$ cat config.mk
export PLATFORM = sky130hd
export DESIGN_NAME = eph_energy_pause
export DESIGN_NICKNAME = d
export VERILOG_FILES = /design/src/rtl/eph_pkg.sv /design/src/rtl/eph_energy_pause.sv
export SDC_FILE = /design/constraint.sdc
export NUM_CORES = 1
export LEC_CHECK = 0
export ABC_AREA = 1
export BUFFER_PORTS_ARGS = -buffer_cell sky130_fd_sc_hd__clkbuf_2
export CAP_MARGIN = 20
export CORE_MARGIN = 3
export CORE_UTILIZATION = 55
export DETAILED_ROUTE_END_ITERATION = 16
export HOLD_SLACK_MARGIN = 0.05
export PLACE_DENSITY_LB_ADDON = 0.05
export SLEW_MARGIN = 20
export SYNTH_ARGS = -nofsm -noshare
export SYNTH_HDL_FRONTEND = slang
export SYNTH_SLANG_ARGS = --single-unit
$ cat constraint.sdc
create_clock -name pclk -period 5.95 [get_ports pclk]
set_input_delay 0 -clock pclk [delete_from_list [all_inputs] [get_ports pclk]]
set_output_delay 0 -clock pclk [all_outputs]
set_load 0.03 [all_outputs]
$ cat src/rtl/eph_pkg.sv
// Purpose: Shared constants and types for the energy pause command handler
// Assumes: APB slave, 32-bit data, one clock
// Notes:   Register offsets are byte addresses of aligned words
`default_nettype none
package eph_pkg;
	// Register byte offsets
	localparam logic [7:0] OFF_CONFIG    = 8'h00;
	localparam logic [7:0] OFF_COMMAND   = 8'h04;
	localparam logic [7:0] OFF_STATUS    = 8'h08;
	localparam logic [7:0] OFF_PAUSE_DUR = 8'h0C;
	localparam logic [7:0] OFF_MIN_PAUSE = 8'h10;
	localparam logic [7:0] OFF_MAX_PAUSE = 8'h14;
	localparam logic [7:0] OFF_INH_SEL   = 8'h18;
	localparam logic [7:0] OFF_POWER     = 8'h1C;
	localparam logic [7:0] OFF_PFACTOR   = 8'h20;
	localparam logic [7:0] OFF_ENERGY    = 8'h24;
	localparam logic [7:0] OFF_MEAS_ID   = 8'h28;
	localparam logic [7:0] OFF_MEAS_VAL  = 8'h2C;
	localparam logic [7:0] OFF_IRQ_STAT  = 8'h30;
	localparam logic [7:0] OFF_IRQ_EN    = 8'h34;
	localparam logic [7:0] OFF_IRQ_CLR   = 8'h38;

	// Configuration bit positions
	localparam int CFG_DISABLE_BIT = 0;
	localparam int CFG_RAMP_BIT    = 1;
	localparam int CFG_S4_BIT      = 2;
	localparam logic [2:0] CFG_RESET = 3'h0;

	// Command register bit positions (write-only pulses)
	localparam int CMD_BEGIN_BIT = 0;
	localparam int CMD_END_BIT   = 1;
	localparam int CMD_CLR_BIT   = 2;

	// Measurement identifiers
	localparam logic [7:0] MEAS_ID_POWER   = 8'h22;
	localparam logic [7:0] MEAS_ID_PFACTOR = 8'hA6;
	localparam logic [7:0] MEAS_ID_ENERGY  = 8'hC8;

	// Reset values
	localparam logic [31:0] MIN_PAUSE_RESET = 32'h0000_0000;
	localparam logic [31:0] MAX_PAUSE_RESET = 32'hFFFF_FFFF;
	localparam logic [3:0]  INH_SEL_RESET   = 4'h0;

	// Interrupt event bit positions
	localparam int IRQ_BEGIN_BIT   = 0;
	localparam int IRQ_END_BIT     = 1;
	localparam int IRQ_IGNORED_BIT = 2;
	localparam int IRQ_REFUSE_BIT  = 3;
	localparam int IRQ_W           = 4;

	// Ordered drive state
	typedef enum logic [2:0] {
		DRV_SWITCH_ON_INHIBITED = 3'b000,
		DRV_READY_TO_START      = 3'b001,
		DRV_READY_STATE         = 3'b010,
		DRV_OPERATION_STATE     = 3'b011,
		DRV_FAULT               = 3'b100
	} eph_drive_e;

	typedef enum logic [1:0] {
		PS_PRODUCTIVE = 2'b00,
		PS_PAUSED     = 2'b01,
		PS_WAIT_STOP  = 2'b10
	} eph_pause_e;

	// Drive control outputs travel together
	typedef struct packed {
		logic ramp_stop_cmd;
		logic switch_on_block;
		logic force_inhibit;
		logic pulse_restart;
	} eph_drive_ctl_s;

	// Measurement inputs travel together
	typedef struct packed {
		logic [31:0] shaft_power_w;
		logic [31:0] power_factor;
		logic [31:0] energy_delta_wh;
	} eph_meas_s;
endpackage
`default_nettype wire

$ cat src/rtl/eph_energy_pause.sv
// Purpose: Energy pause command handler with APB registers
// Assumes: Commands arrive as acyclic register writes; single clock
// Notes:   Drive state is an input from the drive sequencer
`default_nettype none
module eph_energy_pause #(
	parameter int INH_SRC_W = 16
) (
	// APB
	input  wire logic                 pclk,
	input  wire logic                 presetn,
	input  wire logic                 psel,
	input  wire logic                 penable,
	input  wire logic                 pwrite,
	input  wire logic [7:0]           paddr,
	input  wire logic [31:0]          pwdata,
	output logic      [31:0]          prdata,
	output logic                      pready,
	output logic                      pslverr,
	// Drive side
	input  wire eph_pkg::eph_drive_e  drive_state,
	input  wire logic [INH_SRC_W-1:0] inhibit_sources,
	input  wire eph_pkg::eph_meas_s   meas_in,
	input  wire logic                 energy_valid,
	output eph_pkg::eph_drive_ctl_s   drive_ctl,
	output logic                      energy_state_display,
	// Interrupt
	output logic                      irq
);
	localparam int IRQ_W_L = eph_pkg::IRQ_W;

	logic [2:0]             pause_response_config_r;
	logic [31:0]            pause_dur_r;
	logic [31:0]            min_pause_time_r;
	logic [31:0]            max_pause_time_r;
	logic [3:0]             inhibit_source_select_r;
	logic [31:0]            energy_acc_r;
	logic [7:0]             meas_id_r;
	logic [IRQ_W_L-1:0]     irq_stat_r;
	logic [IRQ_W_L-1:0]     irq_en_r;
	eph_pkg::eph_pause_e    pause_r;
	eph_pkg::eph_drive_ctl_s ctl_r;
	logic [31:0]            prdata_r;

	logic wr;
	logic rd;
	logic cmd_begin;
	logic cmd_end;
	logic cmd_clr;
	logic disabled;
	logic ramp_mode;
	logic s4_mode;
	logic stop_allowed;
	logic [IRQ_W_L-1:0] irq_evt;

	function automatic logic hit(input logic [7:0] a, input logic [7:0] o);
		return a == o;
	endfunction

	assign wr = psel && penable && pwrite;
	assign rd = psel && !penable && !pwrite;
	assign pready = 1'b1;
	assign pslverr = 1'b0;
	assign prdata = prdata_r;

	assign cmd_begin = wr && hit(paddr, eph_pkg::OFF_COMMAND) &&
		pwdata[eph_pkg::CMD_BEGIN_BIT];
	assign cmd_end = wr && hit(paddr, eph_pkg::OFF_COMMAND) &&
		pwdata[eph_pkg::CMD_END_BIT] && !cmd_begin;
	assign cmd_clr = wr && hit(paddr, eph_pkg::OFF_COMMAND) &&
		pwdata[eph_pkg::CMD_CLR_BIT];

	assign disabled = pause_response_config_r[eph_pkg::CFG_DISABLE_BIT];
	assign ramp_mode = !disabled &&
		pause_response_config_r[eph_pkg::CFG_RAMP_BIT];
	assign s4_mode = pause_response_config_r[eph_pkg::CFG_S4_BIT];

	// Ordered state compare: S1/S2 below ready, S1..S4 up to operation
	always_comb begin
		if (s4_mode) begin
			stop_allowed = drive_state <= eph_pkg::DRV_OPERATION_STATE;
		end else begin
			stop_allowed = drive_state <= eph_pkg::DRV_READY_TO_START;
		end
	end

	// Configuration and settings
	always_ff @(posedge pclk or negedge presetn) begin
		if (!presetn) begin
			pause_response_config_r <= eph_pkg::CFG_RESET;
			min_pause_time_r        <= eph_pkg::MIN_PAUSE_RESET;
			max_pause_time_r        <= eph_pkg::MAX_PAUSE_RESET;
			inhibit_source_select_r <= eph_pkg::INH_SEL_RESET;
			meas_id_r               <= 8'h00;
			irq_en_r                <= '0;
		end else if (wr) begin
			if (hit(paddr, eph_pkg::OFF_CONFIG)) begin
				pause_response_config_r <= pwdata[2:0];
			end else if (hit(paddr, eph_pkg::OFF_MIN_PAUSE)) begin
				min_pause_time_r <= pwdata;
			end else if (hit(paddr, eph_pkg::OFF_MAX_PAUSE)) begin
				max_pause_time_r <= pwdata;
			end else if (hit(paddr, eph_pkg::OFF_INH_SEL)) begin
				inhibit_source_select_r <= pwdata[3:0];
			end else if (hit(paddr, eph_pkg::OFF_MEAS_ID)) begin
				meas_id_r <= pwdata[7:0];
			end else if (hit(paddr, eph_pkg::OFF_IRQ_EN)) begin
				irq_en_r <= pwdata[IRQ_W_L-1:0];
			end
		end
	end

	// Pause duration captured on writes to the pause duration register
	always_ff @(posedge pclk or negedge presetn) begin
		if (!presetn) begin
			pause_dur_r <= 32'h0000_0000;
		end else if (wr && hit(paddr, eph_pkg::OFF_PAUSE_DUR)) begin
			pause_dur_r <= pwdata;
		end
	end

	// Pause state
	always_ff @(posedge pclk or negedge presetn) begin
		if (!presetn) begin
			pause_r <= eph_pkg::PS_PRODUCTIVE;
		end else if (disabled) begin
			pause_r <= eph_pkg::PS_PRODUCTIVE;
		end else begin
			case (pause_r)
				eph_pkg::PS_PRODUCTIVE: begin
					if (cmd_begin) begin
						if (ramp_mode && !stop_allowed) begin
							pause_r <= eph_pkg::PS_WAIT_STOP;
						end else begin
							pause_r <= eph_pkg::PS_PAUSED;
						end
					end
				end
				eph_pkg::PS_WAIT_STOP: begin
					if (cmd_end) begin
						pause_r <= eph_pkg::PS_PRODUCTIVE;
					end else if (!ramp_mode || stop_allowed) begin
						pause_r <= eph_pkg::PS_PAUSED;
					end
				end
				eph_pkg::PS_PAUSED: begin
					if (cmd_end) begin
						pause_r <= eph_pkg::PS_PRODUCTIVE;
					end
				end
				default: begin
					pause_r <= eph_pkg::PS_PRODUCTIVE;
				end
			endcase
		end
	end

	// Drive control outputs
	always_ff @(posedge pclk or negedge presetn) begin
		if (!presetn) begin
			ctl_r <= '0;
		end else begin
			ctl_r.ramp_stop_cmd <= ramp_mode &&
				(pause_r == eph_pkg::PS_PAUSED);
			ctl_r.switch_on_block <= ramp_mode && !s4_mode &&
				(pause_r != eph_pkg::PS_PRODUCTIVE);
			ctl_r.force_inhibit <=
				inhibit_sources[inhibit_source_select_r];
			ctl_r.pulse_restart <= ramp_mode && s4_mode && cmd_end &&
				(pause_r == eph_pkg::PS_PAUSED) &&
				(drive_state == eph_pkg::DRV_READY_STATE ||
				 drive_state == eph_pkg::DRV_OPERATION_STATE);
		end
	end

	assign drive_ctl = ctl_r;

	// Energy state display
	always_ff @(posedge pclk or negedge presetn) begin
		if (!presetn) begin
			energy_state_display <= 1'b0;
		end else begin
			energy_state_display <= !disabled &&
				(pause_r == eph_pkg::PS_PAUSED);
		end
	end

	// Energy balance accumulator
	always_ff @(posedge pclk or negedge presetn) begin
		if (!presetn) begin
			energy_acc_r <= 32'h0000_0000;
		end else if (cmd_clr) begin
			energy_acc_r <= 32'h0000_0000;
		end else if (energy_valid) begin
			energy_acc_r <= 32'(energy_acc_r + meas_in.energy_delta_wh);
		end
	end

	// Interrupt events: set wins over clear
	assign irq_evt[eph_pkg::IRQ_BEGIN_BIT]   = cmd_begin && !disabled;
	assign irq_evt[eph_pkg::IRQ_END_BIT]     = cmd_end && !disabled;
	assign irq_evt[eph_pkg::IRQ_IGNORED_BIT] =
		(cmd_begin || cmd_end) && disabled;
	assign irq_evt[eph_pkg::IRQ_REFUSE_BIT]  = cmd_begin && ramp_mode &&
		!stop_allowed && pause_r == eph_pkg::PS_PRODUCTIVE;

	always_ff @(posedge pclk or negedge presetn) begin
		if (!presetn) begin
			irq_stat_r <= '0;
		end else if (wr && hit(paddr, eph_pkg::OFF_IRQ_CLR)) begin
			irq_stat_r <= (irq_stat_r & ~pwdata[IRQ_W_L-1:0]) | irq_evt;
		end else begin
			irq_stat_r <= irq_stat_r | irq_evt;
		end
	end

	always_ff @(posedge pclk or negedge presetn) begin
		if (!presetn) begin
			irq <= 1'b0;
		end else begin
			irq <= |(irq_stat_r & irq_en_r);
		end
	end

	// Read data
	always_ff @(posedge pclk or negedge presetn) begin
		if (!presetn) begin
			prdata_r <= 32'h0000_0000;
		end else if (rd) begin
			if (hit(paddr, eph_pkg::OFF_CONFIG)) begin
				prdata_r <= {29'h0, pause_response_config_r};
			end else if (hit(paddr, eph_pkg::OFF_STATUS)) begin
				prdata_r <= {30'h0, pause_r};
			end else if (hit(paddr, eph_pkg::OFF_PAUSE_DUR)) begin
				prdata_r <= pause_dur_r;
			end else if (hit(paddr, eph_pkg::OFF_MIN_PAUSE)) begin
				prdata_r <= min_pause_time_r;
			end else if (hit(paddr, eph_pkg::OFF_MAX_PAUSE)) begin
				prdata_r <= max_pause_time_r;
			end else if (hit(paddr, eph_pkg::OFF_INH_SEL)) begin
				prdata_r <= {28'h0, inhibit_source_select_r};
			end else if (hit(paddr, eph_pkg::OFF_POWER)) begin
				prdata_r <= meas_in.shaft_power_w;
			end else if (hit(paddr, eph_pkg::OFF_PFACTOR)) begin
				prdata_r <= meas_in.power_factor;
			end else if (hit(paddr, eph_pkg::OFF_ENERGY)) begin
				prdata_r <= energy_acc_r;
			end else if (hit(paddr, eph_pkg::OFF_MEAS_ID)) begin
				prdata_r <= {24'h0, meas_id_r};
			end else if (hit(paddr, eph_pkg::OFF_MEAS_VAL)) begin
				if (meas_id_r == eph_pkg::MEAS_ID_POWER) begin
					prdata_r <= meas_in.shaft_power_w;
				end else if (meas_id_r == eph_pkg::MEAS_ID_PFACTOR) begin
					prdata_r <= meas_in.power_factor;
				end else if (meas_id_r == eph_pkg::MEAS_ID_ENERGY) begin
					prdata_r <= energy_acc_r;
				end else begin
					prdata_r <= 32'h0000_0000;
				end
			end else if (hit(paddr, eph_pkg::OFF_IRQ_STAT)) begin
				prdata_r <= {{(32-IRQ_W_L){1'b0}}, irq_stat_r};
			end else if (hit(paddr, eph_pkg::OFF_IRQ_EN)) begin
				prdata_r <= {{(32-IRQ_W_L){1'b0}}, irq_en_r};
			end else begin
				prdata_r <= 32'h0000_0000;
			end
		end
	end
endmodule
`default_nettype wire

==> results of run 1 <==
final cells by class:
class | count | share of cell area
multi-input combinational | 1290 | 0.442
sequential | 191 | 0.338
timing repair buffer | 261 | 0.114
inverter | 146 | 0.0386
clock buffer | 17 | 0.0298
tap | 275 | 0.0241
clock inverter | 15 | 0.0132
antenna | 1 | 0.000175
worst paths after layout:
check / depth (start not counted) / from / slack [ns] / to
worst max-delay path: 12 / meas_id_r[4] / 2.52 / prdata[30]
worst min-delay path: 7 / meas_in[78] / 0.05 / prdata[14]
worst max register to register: 12 / meas_id_r[4] / 2.52 / prdata[30]
worst min register to register: 2 / max_pause_time_r[0] / 0.48 / max_pause_time_r[0]
max in group asynchronous: 3 / presetn / 4.47 / min_pause_time_r[2]
min in group asynchronous: 2 / presetn / 0.10 / energy_acc_r[18]
state kept, by name (all words and copies together), names as in the netlist:
signal / flops
energy_acc_r: 32
max_pause_time_r: 32
min_pause_time_r: 32
pause_dur_r: 32
prdata: 32
meas_id_r: 8
drive_ctl: 4
inhibit_source_select_r: 4
irq_en_r: 4
irq_stat_r: 4
pause_response_config_r: 3
pause_r: 2
energy_state_display: 1
irq: 1
logic make-up after synthesis:
logic type,share of synthesized area
XOR/XNOR,0.00363
AND/OR/NAND/NOR,0.278
AO/OA/AOI/OAI,0.203
multiplexers,0.00332
other,0.000622
buffers and inverters,0.0788
flip-flops,0.399
adder cells (fa/ha/maj),0.0338
cell usage in the layout (no fill, tap or decap), types with 31 or more instances in the layout:
master / count
o21ai_1: 141
inv_1: 133
a21oi_1: 115
dlygate4sd3_1: 56
dfstp_2: 32
nand2_1: 513
dfrtp_1: 159
clkbuf_2: 196
o21ai_0: 117
ha_1: 31
nand3_1: 60
nor2_1: 165
metrics by stage:
stage	utilization	worst slack, ns	cell area (um^2)
3_5_place_dp	0.614	3.08	13100
3_3_place_gp	0.614	3.10	13100
6_report	0.670	2.52	14300
2_1_floorplan	-	3.97	12100
5_1_grt	0.670	2.27	14300
4_1_cts	0.669	2.53	14200
worst max-delay path, delay by kind of cell, from the launching register on:
| kind | cells | cell delay (ns) |
|---|---|---|
| compound gates | 3 | 0.73 |
| flops | 1 | 0.40 |
| simple gates | 6 | 1.16 |
| buf+inv | 3 | 1.02 |
repair_timing:
action / 4_1_cts / 5_1_grt
endpoints found under the hold margin: 189 / 0
gates resized for setup: 0 / 0
hold buffers: 56 / 0
routing by layer:
metal	share of wire	GRT usage	vias to the layer above	wire, um
li1	-	-	6024	-
met1	0.42	0.429	5753	16400
met2	0.46	0.517	497	17900
met3	0.071	0.0566	102	2770
met4	0.053	0.169	2	2060
met5	0.00018	0	-	7
power groups by stage:
stage	logic (mW)	registers (mW)	clock network [mW]
finish	1.40	1.59	1.19
global route	1.57	1.61	1.25
CTS	1.39	1.59	1.19
detailed placement	1.35	1.61	0
global placement	1.34	1.61	0
floorplan	0.942	1.57	0
==> results by group, run 1 <==
Placed design
  – Gpl congestion: 0.911
  – Cell count after placement: 2106
  – Post-DP HPWL: 27500 um
  – Port Buf Inserts: 197

Logic synthesis
  – Count leader, synth: nand2_1
  – Most frequent cells after synthesis: nand2_1, nor2_1, dfrtp_1
  – Yosys warnings: 0
  – Top cells by area, synth: dfrtp_1, nand2_1, dfstp_2
  – Mapped Area: 12100 um^2
  – Post-synthesis sequential area ratio: 0.399
  – Mapped Cells: 1701
  – Syn_area_per_cell: 7.10 um^2
  – Post-synth EDFFs: 0
  – Share of the synthesized area in the top cell type: 0.330
  – Post-synth net total: 1894
  – Synth area leader: dfrtp_1
  – Synth unique cells: 54
  – Synthesized flop and latch total: 191
  – Ys flop type: dfrtp_1
  – Ys async rst share: 1.00

Power and ir drop
  – Net switching component of the power: 1.69 mW
  – Clock power share: 0.284
  – Int Pwr: 2.49 mW
  – Net Sw Frac: 0.405
  – Leak: 7.41 nW
  – Sequential power share: 0.381
  – Pwr dens: 294 nW/um^2
  – Power, Total: 4.19 mW
  – Comb pwr share: 0.335
  – VDD IR max: 0.193 mV

Clock network
  – Deepest clock path buffer count: 2
  – TritonCTS clock tree: yes
  – CTS sink count: 191
  – TritonCTS buffer count: 17
  – Clk_lat worst skew: 0.45 ns
  – Setup bufs post-CTS: 0
  – Root Driver: clkbuf_16
  – Reg clk slew, reported paths: 0.09 ns
  – H-tree levels: 4

Cells and area
  – Final net count: 2100
  – Register area: 4820 um^2
  – Fillcell total: 1912
  – Layout area overhead: 18.2%
  – Footprint of the multi-input gates: 6300 um^2
  – Fin cells: 2196
  – Share of cells above drive strength 1: 0.173

Floorplan
  – Die W: 154 um
  – Die Span Y: 154 um
  – IO Count: 201
  – Effective utilization at floorplan: 0.567
  – Std cell rows: 53
  – Die Footprint: 23800 um^2
  – Core area: 21300 um^2

STA
  – Final setup TNS: 0 ns
  – Max Transition Viols Final: 0
  – Relative slew slack: 0.255
  – Fmax: 292 MHz
  – Clk_skew: 0.0182 ns
  – Crit share post-route: 0.576
  – Hold WS: 0.0539 ns
  – Setup violators final: 0
  – Minimum clock period: 3.43 ns
  – Fin. Hold Viols: 0
  – Worst-Margin Slew: 1.12 ns
  – RSZ-0062 raised after global routing: false

Critical path
  – CP endpoint kind: flip-flop
  – CP Launch Type: flip-flop
  – CP Class: reg -> reg
  – CP dominant cell by count: nand2_1
  – Delay of the slowest critical-path stage: 0.76 ns
  – Worst Path Arrival: 3.78 ns
  – Worst path cell trace: inv_1 > nand2_1 > nor2_2 > nand2_2 > inv_1 > a21oi_1 > o211ai_1 > a21oi_1 > nand4_1 > nand2_1 > dlygate4sd3_1 > nand2_1
  – Slowest CP cell: nand2_2
  – Critical Path RT: 6.30 ns
  – Crit-path max FO: 53

Global routing
  – Initial antenna violation count: 2
  – Pin count of the biggest net entering global routing: 73
  – Remaining global-route overflow: 0
  – Gr usage total: 0.326
  – Vias in the first global route: 11800
  – First-pass GRT wire length: 61900 um

Routing
  – Vias: 12400
  – Total wire length: 39100 um
  – First-pass DRT Iterations: 5
  – Wire per inst: 17.8 um
  – Iter 0 DRT Violations: 1033
  – Final ANT Viol Nets: 0
  – Drt drc: 0
  – Routed vias/inst: 5.64

Outcome
  – Status: completed

Flow run
  – Max Cap Viol: 0

Hold path
  – Tightest Hold Check Type: in -> reg
Note: power is estimated with default switching activity, not from simulation.
==> inputs of run 2 (changes only) <==
==> constraint.sdc (replaced) <==
create_clock -name pclk -period 3.4 [get_ports pclk]
set_input_delay 0 -clock pclk [delete_from_list [all_inputs] [get_ports pclk]]
set_output_delay 0 -clock pclk [all_outputs]
set_load 0.03 [all_outputs]
==> run 2 against run 1 <==
Compared with the run above: non-clock buffer count increased by 7; clock power increased by 79%; first-iteration DRC count decreased by 4.8%; clock skew increased by 0.0013 ns; hold slack got worse by 0.0033 ns; sequential power increased by 75%; sequential cell count unchanged; combinational power increased by 76%.
==> results by group, run 2 (same netlist as run 1, synthesis figures left out) <==
Clock network
  – Setup bufs post-CTS: 0
  – TritonCTS clock tree: yes
  – TritonCTS buffer count: 17
  – Root Driver: clkbuf_16
  – Deepest clock path buffer count: 2
  – CTS sink count: 191
  – H-tree levels: 4
  – Reg clk slew, reported paths: 0.10 ns
  – Clk_lat worst skew: 0.44 ns

Flow run
  – Max Cap Viol: 0

Critical path
  – Worst path cell trace: inv_1 > nor2_1 > o32ai_1 > dlygate4sd3_1 > o211ai_1 > dlygate4sd3_1 > o31ai_1 > dlygate4sd3_1
  – Top delay family on crit path: buffers and inverters
  – CP Launch Type: flip-flop
  – Worst Path Arrival: 3.38 ns
  – Delay of the slowest critical-path stage: 0.61 ns
  – CP endpoint kind: flip-flop
  – Slowest CP cell: dfrtp_1
  – Critical Path RT: 3.73 ns
  – Crit-path max FO: 11
  – CP Class: reg -> reg
  – Number of buffer and inverter stages on the critical path: 4
  – CP dominant cell by count: dlygate4sd3_1

Routing
  – Routed vias/inst: 5.62
  – Iter 0 DRT Violations: 983
  – Wire per inst: 17.7 um
  – Final ANT Viol Nets: 0
  – Total wire length: 39000 um
  – First-pass DRT Iterations: 5
  – Drt drc: 0
  – Vias: 12400

Cells and area
  – Final net count: 2107
  – Fillcell total: 1884
  – Most common cell after layout, fill and taps aside: nand2_1
  – Post-layout util: 0.674
  – Footprint of the multi-input gates: 6300 um^2
  – Fin area: 14300 um^2
  – Layout area overhead: 18.8%
  – Most frequent cells in the layout: nand2_1, clkbuf_2, nor2_1, dfrtp_1, o21ai_1
  – Share of cells above drive strength 1: 0.175
  – Register area: 4820 um^2

Placed design
  – Post-DP HPWL: 27600 um
  – DP Area: 13100 um^2
  – DP Worst Slack: 0.966 ns
  – Gpl congestion: 0.937
  – Port Buf Inserts: 197

STA
  – Setup violators final: 0
  – Minimum clock period: 3.06 ns
  – Final worst slack: 0.345 ns
  – RSZ-0062 raised after global routing: false
  – Max Transition Viols Final: 0
  – Relative slew slack: 0.316
  – Fin. Hold Viols: 0
  – Final setup TNS: 0 ns
  – Clk_skew: 0.0195 ns
  – Fmax: 327 MHz
  – Worst-Margin Slew: 1.03 ns
  – Crit share post-route: 0.899

Floorplan
  – IO Count: 201
  – Die Footprint: 23800 um^2
  – Effective utilization at floorplan: 0.567
  – Die Span Y: 154 um
  – Die W: 154 um
  – Core area: 21300 um^2
  – Std cell rows: 53

Hold path
  – Tightest Hold Check Type: in -> reg

Power and ir drop
  – Pwr dens: 515 nW/um^2
  – Leak: 7.46 nW
  – VDD IR max: 0.346 mV

Global routing
  – First-pass GRT wire length: 62100 um
  – Gr usage total: 0.326
  – Pin count of the biggest net entering global routing: 116
  – Remaining global-route overflow: 0
  – Vias in the first global route: 11800
  – Initial antenna violation count: 1

Outcome
  – Status: completed
## run 2: changes by cell type in the layout (fill, tap and decap cells not counted), sizes merged
cell	previous run	this run
buf	8	14
clkinvlp	1	0
dlygate4sd3	56	57
inv	151	152
## run 2: stage by stage
| step | instances | hold slack [ns] | total power, mW |
|---|---|---|---|
| 2_1_floorplan | 1701 | -0.296 | 4.39 |
| 3_3_place_gp | 2113 | 0.205 | 5.17 |
| 3_5_place_dp | 2113 | 0.211 | 5.19 |
| 4_1_cts | 2202 | 0.0538 | 7.36 |
| 5_1_grt | 2203 | 0.0725 | 7.84 |
| 6_report | 2203 | 0.0506 | 7.39 |
## run 2: path summary, 6_finish.rpt
| kind | endpoint | cells after the start | slack [ns] | from |
|---|---|---|---|---|
| min reg2reg | max_pause_time_r[31] | 2 | 0.48 | max_pause_time_r[31] |
| max reg2reg | drive_ctl[1] | 8 | 0.34 | inhibit_source_select_r[0] |
| max | drive_ctl[1] | 8 | 0.34 | inhibit_source_select_r[0] |
| min | prdata[30] | 5 | 0.05 | meas_in[94] |
| min in group asynchronous | energy_acc_r[18] | 2 | 0.28 | presetn |
| max in group asynchronous | max_pause_time_r[12] | 3 | 2.16 | presetn |
## run 2: what timing repair did
| item | 4_1_cts | 5_1_grt |
|---|---|---|
| endpoints found under the setup margin | 0 | 0 |
| resized for setup | 0 | 0 |
| endpoints found under the hold margin | 228 | 0 |
| hold buffers | 57 | 0 |
## run 2: layer usage
| layer | vias up | global-route usage | part of all wire |
|---|---|---|---|
| met5 | - | 0 | 0 |
| met4 | 0 | 0.138 | 0.044 |
| met3 | 88 | 0.0481 | 0.071 |
| met2 | 520 | 0.537 | 0.47 |
| met1 | 5733 | 0.433 | 0.42 |
| li1 | 6029 | - | - |
## run 2: worst min-delay path, delay by kind of cell
kind                   cells  cell delay (ns)
and+or+nand+nor            3             0.21
buffers and inverters      1             0.09
AOI/OAI and AO/OA          1             0.15
## run 2: cell type report
cell class / count / share of cell area
multi-input combinational: 1290 / 0.440
sequential: 191 / 0.336
timing repair buffer: 268 / 0.117
inverter: 146 / 0.0384
clock buffer: 17 / 0.0297
tap: 275 / 0.0240
clock inverter: 15 / 0.0148
antenna: 1 / 0.000174
## run 2: power breakdown
group	total, mW	internal, mW	switching [mW]
Combinational	2.46	0.852	1.61
Clock	2.13	1.03	1.11
Sequential	2.79	2.51	0.284
